[src/logic/asrr_map.vh]
`ifndef ASRR_MAP_VH
`define ASRR_MAP_VH

// ****************************************************************
// Register byte addresses
// ****************************************************************
`define ASRR_ADDR_RESULT 32'h4001c014
`define ASRR_ADDR_CTRL 32'h4001c100
`define ASRR_ADDR_THR 32'h4001c104
`define ASRR_ADDR_STAT 32'h4001c108
`define ASRR_ADDR_MASK 32'h4001c10c

// ****************************************************************
// Result register fields
// ****************************************************************
`define ASRR_RES_LSB 4
`define ASRR_RES_MSB 15
`define ASRR_RANGE_LSB 16
`define ASRR_RANGE_MSB 17
`define ASRR_CROSS_LSB 18
`define ASRR_CROSS_MSB 19
`define ASRR_CHAN_LSB 26
`define ASRR_CHAN_MSB 29
`define ASRR_OVR_BIT 30
`define ASRR_VALID_BIT 31

// ****************************************************************
// Control and threshold fields
// ****************************************************************
`define ASRR_CTRL_MODE_BIT 0
`define ASRR_CTRL_CCIE_BIT 1
`define ASRR_CTRL_OVIE_BIT 2
`define ASRR_THR_LOW_LSB 0
`define ASRR_THR_LOW_MSB 11
`define ASRR_THR_HIGH_LSB 16
`define ASRR_THR_HIGH_MSB 27

// ****************************************************************
// Status and mask bits
// ****************************************************************
`define ASRR_EV_DONE_BIT 0
`define ASRR_EV_OVR_BIT 1

// ****************************************************************
// Reset values
// ****************************************************************
`define ASRR_CTRL_RST 3'h0
`define ASRR_THR_LOW_RST 12'h000
`define ASRR_THR_HIGH_RST 12'hfff
`define ASRR_MASK_RST 2'h0

// ****************************************************************
// Codes
// ****************************************************************
`define ASRR_RANGE_IN 2'h0
`define ASRR_RANGE_BELOW 2'h1
`define ASRR_RANGE_ABOVE 2'h2
`define ASRR_CROSS_NONE 2'h0
`define ASRR_CROSS_DOWN 2'h2
`define ASRR_CROSS_UP 2'h3
`define ASRR_NUM_CHAN 16

`endif

[src/logic/asrr_cmp.v]
`timescale 1ns/1ns
`default_nettype none
`include "asrr_map.vh"

module asrr_cmp (
  input wire [11:0] result_i,
  input wire [11:0] low_i,
  input wire [11:0] high_i,
  input wire prev_seen_i,
  input wire prev_above_i,
  output reg [1:0] range_o,
  output reg [1:0] cross_o,
  output wire above_o
);

  // Equal to the low threshold counts as above, matching the in-range test
  assign above_o = (result_i >= low_i);

  always @* begin
    if (result_i < low_i) begin
      range_o = `ASRR_RANGE_BELOW;
    end else if (result_i > high_i) begin
      range_o = `ASRR_RANGE_ABOVE;
    end else begin
      range_o = `ASRR_RANGE_IN;
    end
  end

  // Only the low threshold matters; first sample on a channel is no crossing
  always @* begin
    if (!prev_seen_i || (prev_above_i == above_o)) begin
      cross_o = `ASRR_CROSS_NONE;
    end else if (prev_above_i) begin
      cross_o = `ASRR_CROSS_DOWN;
    end else begin
      cross_o = `ASRR_CROSS_UP;
    end
  end

endmodule
`default_nettype wire

[src/logic/asrr_top.v]
// How it works
// - range code 0 in, 1 below, 2 above
// - crossing judged only against low threshold
// - same side as before gives code 0
// - above then below gives code 2
// - below then above gives code 3
// - channel number in bits 29:26, binary
// - overrun set when loading over unread result
// - reading result clears overrun and valid
// - overrun requests interrupt in mode 0, enabled
// - valid set when new result loads
// - reading result clears valid bit
// - valid requests done interrupt in mode 0
// - twelve-bit result held in bits 15:4
//
// Implementation choice: the Avalon-MM interface to the registers.
`timescale 1ns/1ns
`default_nettype none
`include "asrr_map.vh"

module asrr_top (
  input wire clock_i,
  input wire rst_b_i,
  // Converter side, same clock domain
  input wire conv_done_i,
  input wire [11:0] conv_result_i,
  input wire [3:0] conv_chan_i,
  // Avalon-MM slave
  input wire [31:0] avs_address_i,
  input wire avs_read_i,
  input wire avs_write_i,
  input wire [31:0] avs_writedata_i,
  input wire [3:0] avs_byteenable_i,
  output reg [31:0] avs_readdata_o,
  output reg avs_waitrequest_o,
  // Interrupts
  output reg done_req_o,
  output reg ovr_req_o,
  output reg irq_o
);

  // ****************************************************************
  // State
  // ****************************************************************
  reg [11:0] res_r;
  reg [1:0] range_r;
  reg [1:0] cross_r;
  reg [3:0] chan_r;
  reg ovr_r;
  reg valid_r;
  reg [2:0] ctrl_r;
  reg [11:0] thr_low_r;
  reg [11:0] thr_high_r;
  reg [1:0] stat_r;
  reg [1:0] mask_r;
  reg [`ASRR_NUM_CHAN-1:0] above_r;
  reg [`ASRR_NUM_CHAN-1:0] seen_r;

  reg ovr_nxt;
  reg valid_nxt;
  reg [1:0] stat_nxt;
  reg [31:0] rdata_nxt;

  wire [1:0] range_w;
  wire [1:0] cross_w;
  wire above_w;
  wire req_w;
  wire accept_w;
  wire commit_w;
  wire rd_clear_w;
  wire wr_commit_w;
  wire hit_result_w;
  wire eoc_mode_w;
  wire [31:0] result_word_w;
  wire [31:0] wmask_w;

  // ****************************************************************
  // Threshold compare
  // ****************************************************************
  asrr_cmp u_cmp (
    .result_i(conv_result_i),
    .low_i(thr_low_r),
    .high_i(thr_high_r),
    .prev_seen_i(seen_r[conv_chan_i]),
    .prev_above_i(above_r[conv_chan_i]),
    .range_o(range_w),
    .cross_o(cross_w),
    .above_o(above_w)
  );

  // ****************************************************************
  // Per-channel side records
  // ****************************************************************
  genvar g;
  generate
    for (g = 0; g < `ASRR_NUM_CHAN; g = g + 1) begin : g_chan
      localparam [3:0] CHAN_ID = g;
      // Records survive a threshold rewrite; next crossing uses the old side
      always @(posedge clock_i or negedge rst_b_i) begin
        if (!rst_b_i) begin
          above_r[g] <= 1'b0;
          seen_r[g] <= 1'b0;
        end else if (conv_done_i && (conv_chan_i == CHAN_ID)) begin
          above_r[g] <= above_w;
          seen_r[g] <= 1'b1;
        end
      end
    end
  endgenerate

  // ****************************************************************
  // Bus handshake
  // ****************************************************************
  // Waitrequest drops for one cycle; the read side effect and data
  // capture happen together at the accept edge so a result loaded
  // between capture and clear can never be lost.
  assign req_w = avs_read_i || avs_write_i;
  assign accept_w = req_w && avs_waitrequest_o;
  assign commit_w = req_w && !avs_waitrequest_o;
  assign hit_result_w = (avs_address_i == `ASRR_ADDR_RESULT);
  assign rd_clear_w = accept_w && avs_read_i && hit_result_w;
  assign wr_commit_w = commit_w && avs_write_i;

  assign wmask_w = {{8{avs_byteenable_i[3]}}, {8{avs_byteenable_i[2]}},
                    {8{avs_byteenable_i[1]}}, {8{avs_byteenable_i[0]}}};

  always @(posedge clock_i or negedge rst_b_i) begin
    if (!rst_b_i) begin
      avs_waitrequest_o <= 1'b1;
    end else begin
      avs_waitrequest_o <= !accept_w;
    end
  end

  // ****************************************************************
  // Result register image
  // ****************************************************************
  // Reserved spans always read as zero
  assign result_word_w = {
    valid_r,
    ovr_r,
    chan_r,
    6'h00,
    cross_r,
    range_r,
    res_r,
    4'h0
  };

  always @* begin
    case (avs_address_i)
      `ASRR_ADDR_RESULT: begin
        rdata_nxt = result_word_w;
      end
      `ASRR_ADDR_CTRL: begin
        rdata_nxt = {29'h0000000, ctrl_r};
      end
      `ASRR_ADDR_THR: begin
        rdata_nxt = {4'h0, thr_high_r, 4'h0, thr_low_r};
      end
      `ASRR_ADDR_STAT: begin
        rdata_nxt = {30'h0, stat_r};
      end
      `ASRR_ADDR_MASK: begin
        rdata_nxt = {30'h0, mask_r};
      end
      default: begin
        rdata_nxt = 32'h00000000;
      end
    endcase
  end

  always @(posedge clock_i or negedge rst_b_i) begin
    if (!rst_b_i) begin
      avs_readdata_o <= 32'h00000000;
    end else if (accept_w && avs_read_i) begin
      avs_readdata_o <= rdata_nxt;
    end
  end

  // ****************************************************************
  // Result capture
  // ****************************************************************
  always @(posedge clock_i or negedge rst_b_i) begin
    if (!rst_b_i) begin
      res_r <= 12'h000;
      range_r <= `ASRR_RANGE_IN;
      cross_r <= `ASRR_CROSS_NONE;
      chan_r <= 4'h0;
    end else if (conv_done_i) begin
      res_r <= conv_result_i;
      range_r <= range_w;
      cross_r <= cross_w;
      chan_r <= conv_chan_i;
    end
  end

  // ****************************************************************
  // Valid and overrun flags
  // ****************************************************************
  // A load in the clearing cycle wins: the fresh result stays valid,
  // and it is not an overrun since the old one was just read.
  always @* begin
    valid_nxt = valid_r;
    ovr_nxt = ovr_r;
    if (rd_clear_w) begin
      valid_nxt = 1'b0;
      ovr_nxt = 1'b0;
    end
    if (conv_done_i) begin
      valid_nxt = 1'b1;
      if (valid_r && !rd_clear_w) begin
        ovr_nxt = 1'b1;
      end
    end
  end

  always @(posedge clock_i or negedge rst_b_i) begin
    if (!rst_b_i) begin
      valid_r <= 1'b0;
      ovr_r <= 1'b0;
    end else begin
      valid_r <= valid_nxt;
      ovr_r <= ovr_nxt;
    end
  end

  // ****************************************************************
  // Control, thresholds, mask
  // ****************************************************************
  always @(posedge clock_i or negedge rst_b_i) begin
    if (!rst_b_i) begin
      ctrl_r <= `ASRR_CTRL_RST;
      thr_low_r <= `ASRR_THR_LOW_RST;
      thr_high_r <= `ASRR_THR_HIGH_RST;
      mask_r <= `ASRR_MASK_RST;
    end else if (wr_commit_w) begin
      case (avs_address_i)
        `ASRR_ADDR_CTRL: begin
          if (avs_byteenable_i[0]) begin
            ctrl_r <= avs_writedata_i[2:0];
          end
        end
        `ASRR_ADDR_THR: begin
          thr_low_r <= (thr_low_r & ~wmask_w[11:0]) | (avs_writedata_i[11:0] & wmask_w[11:0]);
          thr_high_r <= (thr_high_r & ~wmask_w[27:16]) |
                        (avs_writedata_i[27:16] & wmask_w[27:16]);
        end
        `ASRR_ADDR_MASK: begin
          if (avs_byteenable_i[0]) begin
            mask_r <= avs_writedata_i[1:0];
          end
        end
        default: begin
          mask_r <= mask_r;
        end
      endcase
    end
  end

  // ****************************************************************
  // Sticky status, write one to clear
  // ****************************************************************
  always @* begin
    stat_nxt = stat_r;
    if (wr_commit_w && (avs_address_i == `ASRR_ADDR_STAT) && avs_byteenable_i[0]) begin
      stat_nxt = stat_r & ~avs_writedata_i[1:0];
    end
    if (conv_done_i) begin
      stat_nxt[`ASRR_EV_DONE_BIT] = 1'b1;
    end
    if (conv_done_i && valid_r && !rd_clear_w) begin
      stat_nxt[`ASRR_EV_OVR_BIT] = 1'b1;
    end
  end

  always @(posedge clock_i or negedge rst_b_i) begin
    if (!rst_b_i) begin
      stat_r <= 2'h0;
    end else begin
      stat_r <= stat_nxt;
    end
  end

  // ****************************************************************
  // Interrupt outputs
  // ****************************************************************
  // Requests update on the same edge as the flags, from their next-state values.
  assign eoc_mode_w = !ctrl_r[`ASRR_CTRL_MODE_BIT];

  always @(posedge clock_i or negedge rst_b_i) begin
    if (!rst_b_i) begin
      done_req_o <= 1'b0;
      ovr_req_o <= 1'b0;
      irq_o <= 1'b0;
    end else begin
      done_req_o <= valid_nxt && eoc_mode_w &&
                    ctrl_r[`ASRR_CTRL_CCIE_BIT];
      ovr_req_o <= ovr_nxt && eoc_mode_w &&
                   ctrl_r[`ASRR_CTRL_OVIE_BIT];
      irq_o <= |(stat_nxt & mask_r);
    end
  end

endmodule
`default_nettype wire

[config.mk]
export PLATFORM = sky130hd
export DESIGN_NAME = asrr_top
export DESIGN_NICKNAME = d
export VERILOG_FILES = /design/src/logic/asrr_cmp.v /design/src/logic/asrr_top.v
export VERILOG_INCLUDE_DIRS = /design/src /design/src/logic
export SDC_FILE = /design/constraint.sdc
export NUM_CORES = 1
export LEC_CHECK = 0
export ABC_AREA = 1
export BUFFER_PORTS_ARGS = -buffer_cell sky130_fd_sc_hd__buf_2
export CORE_MARGIN = 2
export CORE_UTILIZATION = 40
export DETAILED_ROUTE_END_ITERATION = 16
export PLACE_DENSITY = 0.66
export SETUP_SLACK_MARGIN = 0.1
export SKIP_LAST_GASP = 1
export SYNTH_ARGS = -nofsm -noshare
export SYNTH_HDL_FRONTEND = slang
export SYNTH_HIERARCHICAL = 1
export SYNTH_SLANG_ARGS = --single-unit
export TNS_END_PERCENT = 1
[constraint.sdc]
create_clock -name clock_i -period 1.7 [get_ports clock_i]
set_input_delay 0.34 -clock clock_i [delete_from_list [all_inputs] [get_ports clock_i]]
set_output_delay 0.34 -clock clock_i [all_outputs]
set_load 0.01 [all_outputs]
==> metrics <==
Post-synth top flop=dfrtp_1; Slew Limit Fails=0; GRT overflow=0; initial antenna violation count=0; Critical Path AT=roughly 2.0 ns; Cell Pwr Density=slightly above 900 nW/um^2; simple-gate share of the synthesized area=27.3%; Reg area=~3000 um^2; post-synthesis adder-cell area fraction=just under 5%; top cell type's share of synthesized area=a little over two fifths; mean post-synth cell area=roughly 7.8 um^2; Worst Setup EP=cross_r[1]$_DFFE_PN0P_; CTS Buf Count=17; Worst setup EP type=flip-flop; max-cap violation count=0; TritonCTS clock tree=built; Post-synth EDFFs=0; Crit Path Max Fanout=4; synth warn=6; number of synthesized register bits=about 120; status=complete, no violations; Worst-Margin Slew=around 0.51 ns; minimum clock period=between 1.5 and 2 ns; Core Region=~15,000 um^2; io pins=125; fillers=1,426; RePlAce Congestion=roughly 0.87; sequential power share=approximately two fifths; list of most frequent post-synthesis cells=nand2_1, inv_1, dfrtp_1; main combinational cell family by area after synthesis=simple AND/OR/NAND/NOR gates; Comb pwr share=10.6%; worst r2r dst=cross_r[1]$_DFFE_PN0P_; Worst Clk Skew=approximately 0.0066 ns; placement row count=45; Setup CP Type=reg -> reg; most frequent cell after synthesis=nand2_1; post-route DRC violation count=0; Net Sw Power=about 1.8 mW; CTS root buffer=clkbuf_16; Clock transition at path regs=about 0.050 ns; Max VDD drop=0.637 mV; Mapped Nets=slightly above 900; Clock Sinks=~120; global-route wire length before repair=between 20,000 and 30,000 um; TritonRoute pass-1 iters=5; Final Hold Vio Count=0; largest cells by area after synthesis=dfrtp_1, nand2_1, inv_1; post-synthesis xor/xnor area fraction=0%; Place WS=-0.117 ns; via count=5,651; RSZ-0062 raised after global routing=yes; share of layout cells above drive strength 1=28.0%; sw frac=between 20 and 25%; Rel. slew slack=66.2%; Overall Power=between 7 and 8 mW; pin count of the biggest net entering global routing=37; Leak=4.43 nW; Synth Cell Area=6240 um^2; clk buf depth=2; min setup slack post-route=0.0466 ns; Critical Path RT=approximately 2.0 ns; H-tree lvl count=4; Worst R2R Setup Slack=~0.047 ns; clk_lat worst skew=roughly 0.42 ns; Setup TNS=0 ns; Final nets=roughly 1,100; Vias/cell=around 4.8; final hold slack=around 0.13 ns; Chip Height=between 100 and 150 um; port bufs=around 120; Cell Int Power=roughly 5.9 mW; Post-DP HPWL=between 10,000 and 15,000 um; Worst setup SP type=flip-flop; die area=16,600 um^2; cell taking the most area after synthesis=dfrtp_1; Initial Util=just over 40%; total track usage=between 20% and 30%; Fmax=roughly 600 MHz; initial DRC count=roughly 290; utilization after layout=54.7%; Post-Syn Instances=~800; clock power share=between 40% and 50%; Setup Viol. Count Final=0; Detailed Route WL=16,100 um; routed length per placed instance=roughly 14 um; vias in the first global route=5,425; Multi-input gate area=around 2800 um^2; HP Class=in -> reg; sequential area share after synthesis=around 50%; Die X=129 um; Final ANT Viol Nets=0; fraction of registers with async set/reset=100%; final worst path period share=97.3%; Syn-to-layout area delta=33.3%; ANT cells=0; Netlist cell types=29; Compound-Gate Fraction of Synth Area=10.1%; cell count of the worst reg-to-reg path=11; mux contribution to synthesized area=0%
power groups by stage:
stage                     sequential [mW]  clock, mW  combinational (mW)
final                                3.10       3.77               0.813
after global routing                 3.11       3.95               0.931
after CTS                            3.10       3.83               0.809
after detailed placement             3.14          0               0.778
after global placement               3.14          0               0.765
after floorplan                      3.13          0               0.401
logic make-up (layout without fill, tap and decap cells):
family | count (synthesis) | count (layout)
AOI/OAI and AO/OA | 115 | 115
DFF | 121 | 121
buffers and inverters | 145 | 341
adders and majority gates | 24 | 24
and+or+nand+nor | 393 | 393
per-stage QoR:
| step | std cells | cell area, um^2 |
|---|---|---|
| final | 1182 | 8310 |
| after global routing | 1182 | 8310 |
| after CTS | 1181 | 8290 |
| after detailed placement | 1144 | 7500 |
| after global placement | 1144 | 7500 |
| after floorplan | 798 | 6240 |
worst min-delay path by stage:
stage                                   start                              to  slack (ns)  depth (start not counted)
after floorplan                       rst_b_i      asynchronous set/reset pin        0.04                          0
after global placement                rst_b_i  avs_readdata_o[23]$_DFFE_PN0N_        0.35                          1
after detailed placement              rst_b_i  avs_readdata_o[24]$_DFFE_PN0N_        0.35                          1
after CTS                 avs_writedata_i[16]                       flip-flop        0.12                          3
after global routing      avs_writedata_i[25]                       flip-flop        0.13                          3
final                     avs_writedata_i[16]                       flip-flop        0.13                          3
placed cells by master, fill, tap and decap left out, drive strengths merged:
cell,instances
dlygate4sd3,1
buf,185
and2,2
or2,3
clkinv,2
bufinv,3
clkbuf,25
a21oi,13
a22oi,9
clkinvlp,2
nand2,246
dfstp,13
o21a,1
nand4,7
nor2,67
nand3,68
o221ai,7
inv,123
ha,24
dfrtp,108
o21ai,85
worst max-delay path, stage by stage (launching register included):
cell	delay [ns]
dfrtp_1	0.34
inv_1	0.05
ha_1	0.32
nand2_2	0.08
nor2_1	0.19
nand3_2	0.14
nand4_4	0.16
nand2_1	0.07
inv_1	0.05
nor2_1	0.03
nand2_1	0.05
o21ai_1	0.05
cell type report:
class | count | area share [%]
flip-flops and latches | 121 | 36.6
inverters | 124 | 5.66
clock inverters | 6 | 1.32
repair buffers | 186 | 14.2
well taps | 188 | 2.83
multi-input cells | 532 | 33.2
clock buffers | 25 | 6.20
timing repair:
| action | in CTS | in global routing |
|---|---|---|
| setup endpoints to repair | 19 | 21 |
| gates resized for setup | 27 | 11 |
| endpoints found under the hold margin | 16 | 0 |
| pin swaps | 13 | 7 |
| hold buffers | 1 | 0 |
| buffers inserted | 5 | 1 |
per-layer routing:
metal  wire length (um)  global-route usage (%)  share of wire, %
met5                  0                       0                 0
met4                238                    7.03               1.5
met3                836                    4.07               5.2
met2               7060                    31.9                44
met1               7970                    29.1                49
Power figures use the tool's default switching activity.
